$ cat config.mk
export PLATFORM = sky130hd
export DESIGN_NAME = codec_clock_reset_control
export DESIGN_NICKNAME = d
export VERILOG_FILES = /design/src/hdl/codec_ctrl_pkg.sv /design/src/hdl/control_port_rx.sv /design/src/hdl/sysclk_ratio_detect.sv /design/src/hdl/codec_clock_reset_control.sv
export SDC_FILE = /design/constraint.sdc
export NUM_CORES = 1
export LEC_CHECK = 0
export BUFFER_PORTS_ARGS = -buffer_cell sky130_fd_sc_hd__buf_2
export CAP_MARGIN = 20
export CORE_MARGIN = 1.5
export CORE_UTILIZATION = 40
export DETAILED_ROUTE_END_ITERATION = 7
export PLACE_DENSITY_LB_ADDON = 0.2
export RECOVER_POWER = 50
export SLEW_MARGIN = 20
export SYNTH_ARGS = -nofsm -noshare
export SYNTH_HDL_FRONTEND = slang
export SYNTH_HIERARCHICAL = 1
export SYNTH_SLANG_ARGS = --single-unit
$ cat constraint.sdc
create_clock -name clk -period 4.3 [get_ports clk]
set_input_delay 0.43 -clock clk [delete_from_list [all_inputs] [get_ports clk]]
set_output_delay 0.43 -clock clk [all_outputs]
set_load 0.005 [all_outputs]
$ cat src/hdl/codec_ctrl_pkg.sv
package codec_ctrl_pkg;

  // clock ratio, initialisation, reset, slip, zero-run and crystal timing
  localparam int          CYC_256          = 256;
  localparam int          CYC_384          = 384;
  localparam int          CYC_512          = 512;
  localparam int          INIT_CYCLES      = 1024;
  localparam int          RESET_MIN_NS     = 40;
  localparam int          CLK_PERIOD_NS    = 10;
  localparam int          RESET_MIN_CYC    =
    (RESET_MIN_NS + CLK_PERIOD_NS - 1) / CLK_PERIOD_NS;
  localparam int          SLIP_LOSS_BITS   = 6;
  localparam int          SLIP_OK_BITS     = 5;
  localparam int          ZERO_RUN_BITS    = 65536;
  localparam int          XTAL_IDLE_CYC    = 8;

  // control word fields
  localparam int          WORD_W           = 16;
  localparam int          ADDR_HI          = 10;
  localparam int          ADDR_LO          = 9;
  localparam int          LOAD_BIT         = 8;
  localparam int          ADC_POWER_DOWN_BIT         = 8;
  localparam int          BYPASS_BIT       = 7;
  localparam int          COMMON_BIT       = 5;
  localparam int          ZDET_BIT         = 4;
  localparam int          FORCE_BIT        = 3;
  localparam int          DEEM_HI          = 2;
  localparam int          DEEM_LO          = 1;
  localparam int          SILENCE_BIT      = 0;
  localparam int          LOOP_BIT         = 5;
  localparam int          FMT_HI           = 4;
  localparam int          FMT_LO           = 2;
  localparam int          POL_BIT          = 1;

  localparam logic [1:0]  ADDR_LEFT        = 2'h0;
  localparam logic [1:0]  ADDR_RIGHT       = 2'h1;
  localparam logic [1:0]  ADDR_FUNC        = 2'h2;
  localparam logic [1:0]  ADDR_FMT         = 2'h3;

  // reset values
  localparam logic [7:0]  LEVEL_RST        = 8'hFF;
  localparam logic [2:0]  FMT_RST          = 3'h0;
  localparam logic [1:0]  DEEM_RST         = 2'h0;

  typedef enum logic [1:0] {
    RATIO_256,
    RATIO_384,
    RATIO_512,
    RATIO_UNKNOWN
  } ratio_t;

  typedef enum logic [1:0] {
    DEEM_OFF,
    DEEM_48K,
    DEEM_44K1,
    DEEM_32K
  } deem_t;

  typedef struct packed {
    logic [7:0] left_level_code;
    logic [7:0] right_level_code;
    logic       adc_power_down;
    logic       hpf_bypass;
    logic       common_level_mode;
    logic       zero_detect_enable;
    logic       output_force;
    deem_t      deemphasis_select;
    logic       soft_silence_enable;
    logic       adc_to_dac_loopback;
    logic [2:0] audio_format_select;
    logic       frame_clock_polarity;
  } ctrl_t;

endpackage : codec_ctrl_pkg

$ cat src/hdl/control_port_rx.sv
`timescale 1ns/1ns
// three-wire control receiver; pins are sampled in the system clock domain
module control_port_rx
  import codec_ctrl_pkg::*;
(
  input  wire logic              clk,
  input  wire logic              srst_n,
  input  wire logic              control_shift_clock,
  input  wire logic              control_serial_data,
  input  wire logic              control_latch,
  output logic                   word_valid,
  output logic [WORD_W-1:0]      word_data
);

  logic              sck_q_r;
  logic              lat_q_r;
  logic [WORD_W-1:0] shift_r;

  always_ff @(posedge clk) begin
    if (!srst_n) begin
      sck_q_r <= 1'b0;
      lat_q_r <= 1'b0;
    end else begin
      sck_q_r <= control_shift_clock;
      lat_q_r <= control_latch;
    end
  end

  // msb first, one bit per shift-clock rising edge
  always_ff @(posedge clk) begin
    if (!srst_n) begin
      shift_r <= '0;
    end else if (control_shift_clock && !sck_q_r) begin
      shift_r <= {shift_r[WORD_W-2:0], control_serial_data};
    end
  end

  // latch rising edge commits the last sixteen bits
  always_ff @(posedge clk) begin
    if (!srst_n) begin
      word_valid <= 1'b0;
      word_data  <= '0;
    end else begin
      word_valid <= control_latch && !lat_q_r;
      if (control_latch && !lat_q_r) begin
        word_data <= shift_r;
      end
    end
  end

endmodule : control_port_rx

$ cat src/hdl/sysclk_ratio_detect.sv
`timescale 1ns/1ns
// counts system clocks per frame clock period and names the ratio
module sysclk_ratio_detect
  import codec_ctrl_pkg::*;
(
  input  wire logic  clk,
  input  wire logic  srst_n,
  input  wire logic  frame_clock_in,
  output ratio_t     ratio,
  output logic       frame_start
);

  logic        fc_q_r;
  logic [10:0] cnt_r;

  always_ff @(posedge clk) begin
    if (!srst_n) begin
      fc_q_r <= 1'b0;
    end else begin
      fc_q_r <= frame_clock_in;
    end
  end

  always_ff @(posedge clk) begin
    if (!srst_n) begin
      cnt_r       <= '0;
      ratio       <= RATIO_UNKNOWN;
      frame_start <= 1'b0;
    end else begin
      frame_start <= frame_clock_in && !fc_q_r;
      if (frame_clock_in && !fc_q_r) begin
        cnt_r <= 11'h001;
        // a ratio is held only when the count matches exactly
        unique case (cnt_r)
          11'(CYC_256): ratio <= RATIO_256;
          11'(CYC_384): ratio <= RATIO_384;
          11'(CYC_512): ratio <= RATIO_512;
          default:      ratio <= RATIO_UNKNOWN;
        endcase
      end else if (cnt_r != 11'h7FF) begin
        cnt_r <= cnt_r + 11'h001;
      end
    end
  end

endmodule : sysclk_ratio_detect

$ cat src/hdl/codec_clock_reset_control.sv
`timescale 1ns/1ns
// What this block does
// - system clock is 256, 384 or 512 fs; ratio found without setup
// - 384 and 512 fs clocks are divided to a 256 fs enable
// - crystal clock present drives clock pin out; else pin is input
// - power-on start runs a 1024-cycle initialisation
// - initialisation starts at reset pin rise, lasts 1024 cycles
// - slip over 6 bit clocks stops dac, holds bipolar zero
// - same slip stops adc, output codes held at bipolar zero
// - slip of 5 bit clocks or less keeps normal operation
// - host configures functions through three-wire serial port
// - four 16-bit program registers
// - word bits 10 and 9 select the register
// - registers 0 and 1 hold load bit 8 and level code
// - register 2 holds converter function bits
// - register 3 holds loopback, format and polarity
// - format resets to 16-bit right/left-justified, format 0
// - polarity resets to high-is-left, loopback off
// - levels reset to 0 dB individual; detect, mute, deemph off
// - power-down off, high-pass active; three deemph curves
// - load bit clear stores code only; set applies both codes
// - zero input for 65536 bit clocks disconnects output amp
// - common mode applies register 0 code to both channels
// - deemphasis 00 off, 01 48k, 10 44.1k, 11 32k
module codec_clock_reset_control
  import codec_ctrl_pkg::*;
#(
  parameter int ZERO_RUN = ZERO_RUN_BITS
)(
  input  wire logic  clk,
  input  wire logic  nrst,
  input  wire logic  reset_n_pin,
  input  wire logic  crystal_in,
  input  wire logic  buffered_clock_pin_in,
  output logic       buffered_clock_pin_out,
  output logic       buffered_clock_pin_oe,
  input  wire logic  frame_clock_in,
  input  wire logic  bit_clock_in,
  input  wire logic  dac_input_zero,
  input  wire logic  control_shift_clock,
  input  wire logic  control_serial_data,
  input  wire logic  control_latch,
  output logic       clk256_en,
  output ratio_t     ratio_detected,
  output logic       init_busy,
  output logic       sync_lost,
  output logic       dac_force_zero,
  output logic       adc_force_zero,
  output logic       amp_disconnect,
  output logic [7:0] left_level_active,
  output logic [7:0] right_level_active,
  output ctrl_t      ctrl
);

  logic        rst_pin_q_r;
  logic        init_start;
  logic [10:0] init_cnt_r;
  logic        srst_n;
  ratio_t      ratio;
  logic        frame_start;
  logic        word_valid;
  logic [15:0] word_data;
  logic [1:0]  div_cnt_r;
  logic        xtal_q_r;
  logic [3:0]  xtal_idle_r;
  logic        bck_q_r;
  logic        bck_rise;
  logic [7:0]  slip_cnt_r;
  logic [7:0]  bits_ref_r;
  logic        ref_valid_r;
  logic [7:0]  slip;
  logic [16:0] zero_run_r;
  logic [7:0]  left_store_r;
  logic [7:0]  right_store_r;
  logic        load_req;

  assign srst_n = nrst && reset_n_pin;

  // the internal reset pin is sampled; its rise restarts initialisation
  always_ff @(posedge clk) begin
    if (!nrst) begin
      rst_pin_q_r <= 1'b0;
    end else begin
      rst_pin_q_r <= reset_n_pin;
    end
  end
  assign init_start = reset_n_pin && !rst_pin_q_r;

  // pin low for one 10 ns cycle already restarts init, though the 40 ns minimum is four cycles
  always_ff @(posedge clk) begin
    if (!nrst || !reset_n_pin) begin
      init_cnt_r <= '0;
      init_busy  <= 1'b1;
    end else if (init_start) begin
      init_cnt_r <= '0;
      init_busy  <= 1'b1;
    end else if (init_busy) begin
      init_cnt_r <= init_cnt_r + 11'h001;
      if (init_cnt_r == 11'(INIT_CYCLES - 1)) begin
        init_busy <= 1'b0;
      end
    end
  end

  sysclk_ratio_detect u_ratio (
    .clk            (clk),
    .srst_n         (srst_n),
    .frame_clock_in (frame_clock_in),
    .ratio          (ratio),
    .frame_start    (frame_start)
  );

  control_port_rx u_rx (
    .clk                 (clk),
    .srst_n              (srst_n),
    .control_shift_clock (control_shift_clock),
    .control_serial_data (control_serial_data),
    .control_latch       (control_latch),
    .word_valid          (word_valid),
    .word_data           (word_data)
  );

  always_ff @(posedge clk) begin
    if (!srst_n) begin
      ratio_detected <= RATIO_UNKNOWN;
    end else begin
      ratio_detected <= ratio;
    end
  end

  // 256 fs enable: every cycle, 2 of 3, or 1 of 2 system clocks
  always_ff @(posedge clk) begin
    if (!srst_n) begin
      div_cnt_r <= '0;
      clk256_en <= 1'b0;
    end else if (frame_start) begin
      // realign per frame without dropping the pulse owed to this slot
      div_cnt_r <= '0;
      clk256_en <= (ratio == RATIO_256 || ratio == RATIO_512);
    end else begin
      unique case (ratio)
        RATIO_256: begin
          div_cnt_r <= '0;
          clk256_en <= 1'b1;
        end
        RATIO_384: begin
          div_cnt_r <= (div_cnt_r == 2'h2) ? 2'h0 : div_cnt_r + 2'h1;
          clk256_en <= (div_cnt_r != 2'h2);
        end
        RATIO_512: begin
          div_cnt_r <= div_cnt_r ^ 2'h1;
          clk256_en <= div_cnt_r[0];
        end
        RATIO_UNKNOWN: begin
          div_cnt_r <= '0;
          clk256_en <= 1'b0;
        end
      endcase
    end
  end

  // crystal activity: edges seen recently mean we drive the clock pin
  always_ff @(posedge clk) begin
    if (!nrst) begin
      xtal_q_r              <= 1'b0;
      xtal_idle_r           <= 4'(XTAL_IDLE_CYC);
      buffered_clock_pin_oe <= 1'b0;
      buffered_clock_pin_out <= 1'b0;
    end else begin
      xtal_q_r <= crystal_in;
      if (crystal_in != xtal_q_r) begin
        xtal_idle_r <= '0;
      end else if (xtal_idle_r != 4'(XTAL_IDLE_CYC)) begin
        xtal_idle_r <= xtal_idle_r + 4'h1;
      end
      buffered_clock_pin_oe  <= (xtal_idle_r != 4'(XTAL_IDLE_CYC));
      buffered_clock_pin_out <= crystal_in;
    end
  end

  // bit clocks per frame compared with the first frame after reset, then with the frame that last lost sync
  always_ff @(posedge clk) begin
    if (!srst_n) begin
      bck_q_r <= 1'b0;
    end else begin
      bck_q_r <= bit_clock_in;
    end
  end
  assign bck_rise = bit_clock_in && !bck_q_r;
  assign slip = (slip_cnt_r > bits_ref_r) ? slip_cnt_r - bits_ref_r
                                          : bits_ref_r - slip_cnt_r;

  // host keeps frame clock locked; a ratio loss also counts as slip
  always_ff @(posedge clk) begin
    if (!srst_n) begin
      slip_cnt_r  <= '0;
      bits_ref_r  <= '0;
      ref_valid_r <= 1'b0;
      sync_lost   <= 1'b0;
    end else if (frame_start) begin
      slip_cnt_r <= '0;
      if (!ref_valid_r) begin
        bits_ref_r  <= slip_cnt_r;
        ref_valid_r <= 1'b1;
      end else if (slip > 8'(SLIP_LOSS_BITS) ||
                   ratio == RATIO_UNKNOWN) begin
        sync_lost  <= 1'b1;
        bits_ref_r <= slip_cnt_r;
      end else if (slip <= 8'(SLIP_OK_BITS)) begin
        sync_lost <= 1'b0;
      end
    end else if (bck_rise && slip_cnt_r != 8'hFF) begin
      slip_cnt_r <= slip_cnt_r + 8'h01;
    end
  end

  always_ff @(posedge clk) begin
    if (!srst_n) begin
      dac_force_zero <= 1'b1;
      adc_force_zero <= 1'b1;
    end else begin
      dac_force_zero <= init_busy || sync_lost || ctrl.output_force;
      adc_force_zero <= init_busy || sync_lost || ctrl.adc_power_down;
    end
  end

  // count stops at the limit so the disconnect holds while zero persists
  always_ff @(posedge clk) begin
    if (!srst_n || !ctrl.zero_detect_enable || !dac_input_zero) begin
      zero_run_r     <= '0;
      amp_disconnect <= 1'b0;
    end else if (bck_rise) begin
      if (zero_run_r != 17'(ZERO_RUN)) begin
        zero_run_r <= zero_run_r + 17'h00001;
      end
      if (zero_run_r >= 17'(ZERO_RUN - 1)) begin
        amp_disconnect <= 1'b1;
      end
    end
  end

  assign load_req = word_valid && word_data[LOAD_BIT] &&
                    (word_data[ADDR_HI:ADDR_LO] == ADDR_LEFT ||
                     word_data[ADDR_HI:ADDR_LO] == ADDR_RIGHT);

  // reserved bits are dropped; the host is expected to send zero
  always_ff @(posedge clk) begin
    if (!srst_n) begin
      left_store_r <= LEVEL_RST;
      right_store_r <= LEVEL_RST;
      ctrl <= '{left_level_code: LEVEL_RST, right_level_code: LEVEL_RST,
                deemphasis_select: DEEM_OFF, audio_format_select: FMT_RST,
                frame_clock_polarity: 1'b0,
                default: 1'b0};
    end else if (word_valid) begin
      unique case (word_data[ADDR_HI:ADDR_LO])
        ADDR_LEFT: begin
          left_store_r         <= word_data[7:0];
          ctrl.left_level_code <= word_data[7:0];
        end
        ADDR_RIGHT: begin
          right_store_r         <= word_data[7:0];
          ctrl.right_level_code <= word_data[7:0];
        end
        ADDR_FUNC: begin
          ctrl.adc_power_down      <= word_data[ADC_POWER_DOWN_BIT];
          ctrl.hpf_bypass          <= word_data[BYPASS_BIT];
          ctrl.common_level_mode   <= word_data[COMMON_BIT];
          ctrl.zero_detect_enable  <= word_data[ZDET_BIT];
          ctrl.output_force        <= word_data[FORCE_BIT];
          ctrl.deemphasis_select   <=
            deem_t'(word_data[DEEM_HI:DEEM_LO]);
          ctrl.soft_silence_enable <= word_data[SILENCE_BIT];
        end
        ADDR_FMT: begin
          ctrl.adc_to_dac_loopback  <= word_data[LOOP_BIT];
          ctrl.audio_format_select  <= word_data[FMT_HI:FMT_LO];
          ctrl.frame_clock_polarity <= word_data[POL_BIT];
        end
      endcase
    end
  end

  // both channels move together, only when a load bit is set
  always_ff @(posedge clk) begin
    if (!srst_n) begin
      left_level_active  <= LEVEL_RST;
      right_level_active <= LEVEL_RST;
    end else if (load_req) begin
      if (word_data[ADDR_HI:ADDR_LO] == ADDR_LEFT) begin
        left_level_active <= word_data[7:0];
        right_level_active <= ctrl.common_level_mode ? word_data[7:0]
                                                     : right_store_r;
      end else begin
        left_level_active  <= left_store_r;
        right_level_active <= ctrl.common_level_mode ? left_store_r
                                                     : word_data[7:0];
      end
    end
  end

endmodule : codec_clock_reset_control

==> flow_metrics.tcl <==
set metrics [dict create \
    tightest_slew_ns 1.30 \
    worst-path-buf-inv 3 \
    cts.hold.buffers_added 0 \
    slowest_stage "clkbuf_1" \
    syn_inst 810 \
    slowest_delay_ns 0.94 \
    hp-class "primary input to flop" \
    die-width_um 136 \
    clk_pin_slew_ns 0.06 \
    grt_pass1_wl_um 25900 \
    p_seq_frac 0.470 \
    vias 5508 \
    place_area_um2 7470 \
    r2r_start "slip_cnt_r[0]" \
    rsz0062_at_grt "no" \
    post_cts_buffers 0 \
    antenna_found_initial 0 \
    syn_area_um2 7120 \
    grt_usage 0.180 \
    start_kind "primary input" \
    cts_sinks 156 \
    drc 0 \
    intPower_uw 2470 \
    critical-path-top-delay-family "buffers and inverters" \
    dp.final_hpwl_um 11200 \
    slew_viol_final 0 \
    outcome "completed" \
    dpl_worst_slack_ns 1.22 \
    gp_congestion 0.818 \
    power.total_uw 3120 \
    crit_path_max_fanout 38 \
    critPathRequiredTime_ns 4.62 \
    yosys_warnings 6 \
    p_switching_uw 647 \
    seq_area_um2 3120 \
    r2r_slack_ns 1.23 \
    hold_violations 0 \
    p_leak_uw 0.00318 \
    grt_pass1_vias 5152 \
    cts_buffers 17 \
    end_kind "flop" \
    synthesis.nets 847 \
    fp.dieH_um 136 \
    grt_overflow 0 \
    slew_headroom 0.131 \
    crit_chain "clkbuf_1, nand2_1, clkbuf_1, inv_1, nand3_1, o21ba_2" \
    multi_input_area_um2 3580 \
    crit_arrival_ns 3.54 \
    num-fill-cells 1700 \
    finalInstanceArea_um2 8020 \
    hold_start "control_shift_clock" \
    fp-row-count 48 \
    drtIter0Drc 339 \
    diodes 0 \
    swShare 0.207 \
    final-setup-viol-count 0 \
    ioPinCount 66 \
    final.setup.tns_ns 0 \
    drtPass1Iterations 4 \
    htree_levels 4 \
    totalWireLength_um 15900 \
    syn_to_final_growth_pct 12.7 \
    ff2ff_path_depth 11 \
    max_cap_viol_count 0 \
    clkLatencyLatePin_ns 0.42 \
    setup_ws_ns 1.08 \
    drive_gt1_frac 0.0985 \
    r2r_end "bits_ref_r[6]" \
    fin_util 0.462 \
    cts_max_path_buffers 2 \
    cts-root-buf "clkbuf_16" \
    drt-wirelength-per-cell_um 14.6 \
    peakVddDrop_uv 305 \
    fin_skew_ns 0.0102 \
    core_area_um2 17400 \
    die_area_um2 18600 \
    grt_max_degree 41 \
    cts_tree "yes" \
    critPathLaunch "nrst" \
    cts_resized 0 \
    power_frac_comb 0.033 \
    finalCritPeriodShare 0.749 \
    cp_num_cells 6 \
    viasPerCell 5.06 \
    power_frac_clock 0.496 \
    avgSynthCellArea_um2 8.79 \
    cpMostUsedCell "clkbuf_1" \
    crit_path_end "amp_disconnect" \
    min_period_ns 3.22 \
    port_buffers 64 \
    fin_nets 891 \
    max_freq_ghz 0.311 \
    critical_path_class "primary input to flop" \
    p_per_area_nw_per_um2 389 \
    start_util 0.410 \
    ant_nets 0 \
]
==> worst min-delay path by stage <==
stage / slack, ns / depth (start not counted) / end
finish: 0.23 / 2 / u_rx/sck_q_r
global route: 0.22 / 2 / u_ratio/fc_q_r
CTS: 0.21 / 2 / u_rx/sck_q_r
detailed placement: 0.38 / 1 / init_busy
global placement: 0.37 / 1 / init_busy
floorplan: 0.37 / 1 / init_busy
==> power groups by stage <==
stage          Clock, uW  Sequential, uW  Combinational [uW]
2_1_floorplan          0            1500                88.8
4_1_cts             1580            1470                 107
6_report            1550            1470                 104
3_5_place_dp           0            1500                 107
3_3_place_gp           0            1500                 106
5_1_grt             1640            1470                 118
==> layout make-up <==
| class | instances | area share |
|---|---|---|
| Multi-Input combinational cell | 574 | 0.447 |
| Sequential cell | 156 | 0.389 |
| Clock buffer | 21 | 0.0562 |
| Timing Repair Buffer | 66 | 0.0368 |
| Tap cell | 225 | 0.0351 |
| Inverter | 39 | 0.0182 |
| Clock inverter | 7 | 0.0178 |
==> cells in the final DEF, fill, tap and decap left out, types with 3 or more instances in the layout <==
master	count
dfxtp_1	156
nor4b_1	3
and3_1	5
a21o_1	4
nand3_1	23
o21a_1	3
nor2b_1	7
a21oi_1	46
and3_2	3
a31oi_1	6
nand2b_1	10
o211ai_1	8
nand3b_1	4
nor2_1	88
xnor2_1	23
nor3_1	16
o21ai_0	24
o311ai_0	7
bufinv_16	4
and2_1	6
a211oi_1	3
nand4_1	14
clkbuf_16	17
xor2_1	13
inv_1	39
mux2i_1	49
or4_1	3
nand2_1	126
ha_1	24
or3_1	8
clkbuf_1	33
buf_2	35
==> per-stage QoR <==
stage / hold WS [ns] / instances
5_1_grt: 0.221 / 1088
6_report: 0.231 / 1088
3_3_place_gp: 0.374 / 1060
2_1_floorplan: 0.368 / 810
4_1_cts: 0.213 / 1088
3_5_place_dp: 0.378 / 1060
==> registers in the layout (all words and copies together), names as in the netlist, 2 cells and up <==
signal / count
right_store_r: 8
left_store_r: 8
ratio_detected: 2
ctrl: 21
div_cnt_r: 2
bits_ref_r: 8
right_level_active: 8
left_level_active: 8
u_rx/shift_r: 11
slip_cnt_r: 8
u_ratio/cnt_r: 11
zero_run_r: 17
u_ratio/ratio: 2
u_rx/word_data: 11
xtal_idle_r: 4
init_cnt_r: 11
==> routing by layer <==
| metal | wire [um] | share of wire | track usage |
|---|---|---|---|
| met1 | 7580 | 0.48 | 0.237 |
| met2 | 7520 | 0.47 | 0.289 |
| met3 | 575 | 0.036 | 0.0440 |
| met4 | 240 | 0.015 | 0.0615 |
| met5 | 0 | 0 | 0 |
==> worst register-to-register path, cell delays in order (launching register included) <==
cell and delay, ns:
dfxtp_1 0.37, inv_1 0.08, ha_1 0.16, inv_1 0.05, fa_1 0.39, and3_2 0.20, o21ai_1 0.37, a2111oi_4 0.14
a211o_2 0.32, nand4b_1 0.12, o31a_1 0.53, mux2i_1 0.26
Note: power is estimated with default switching activity, not from simulation.
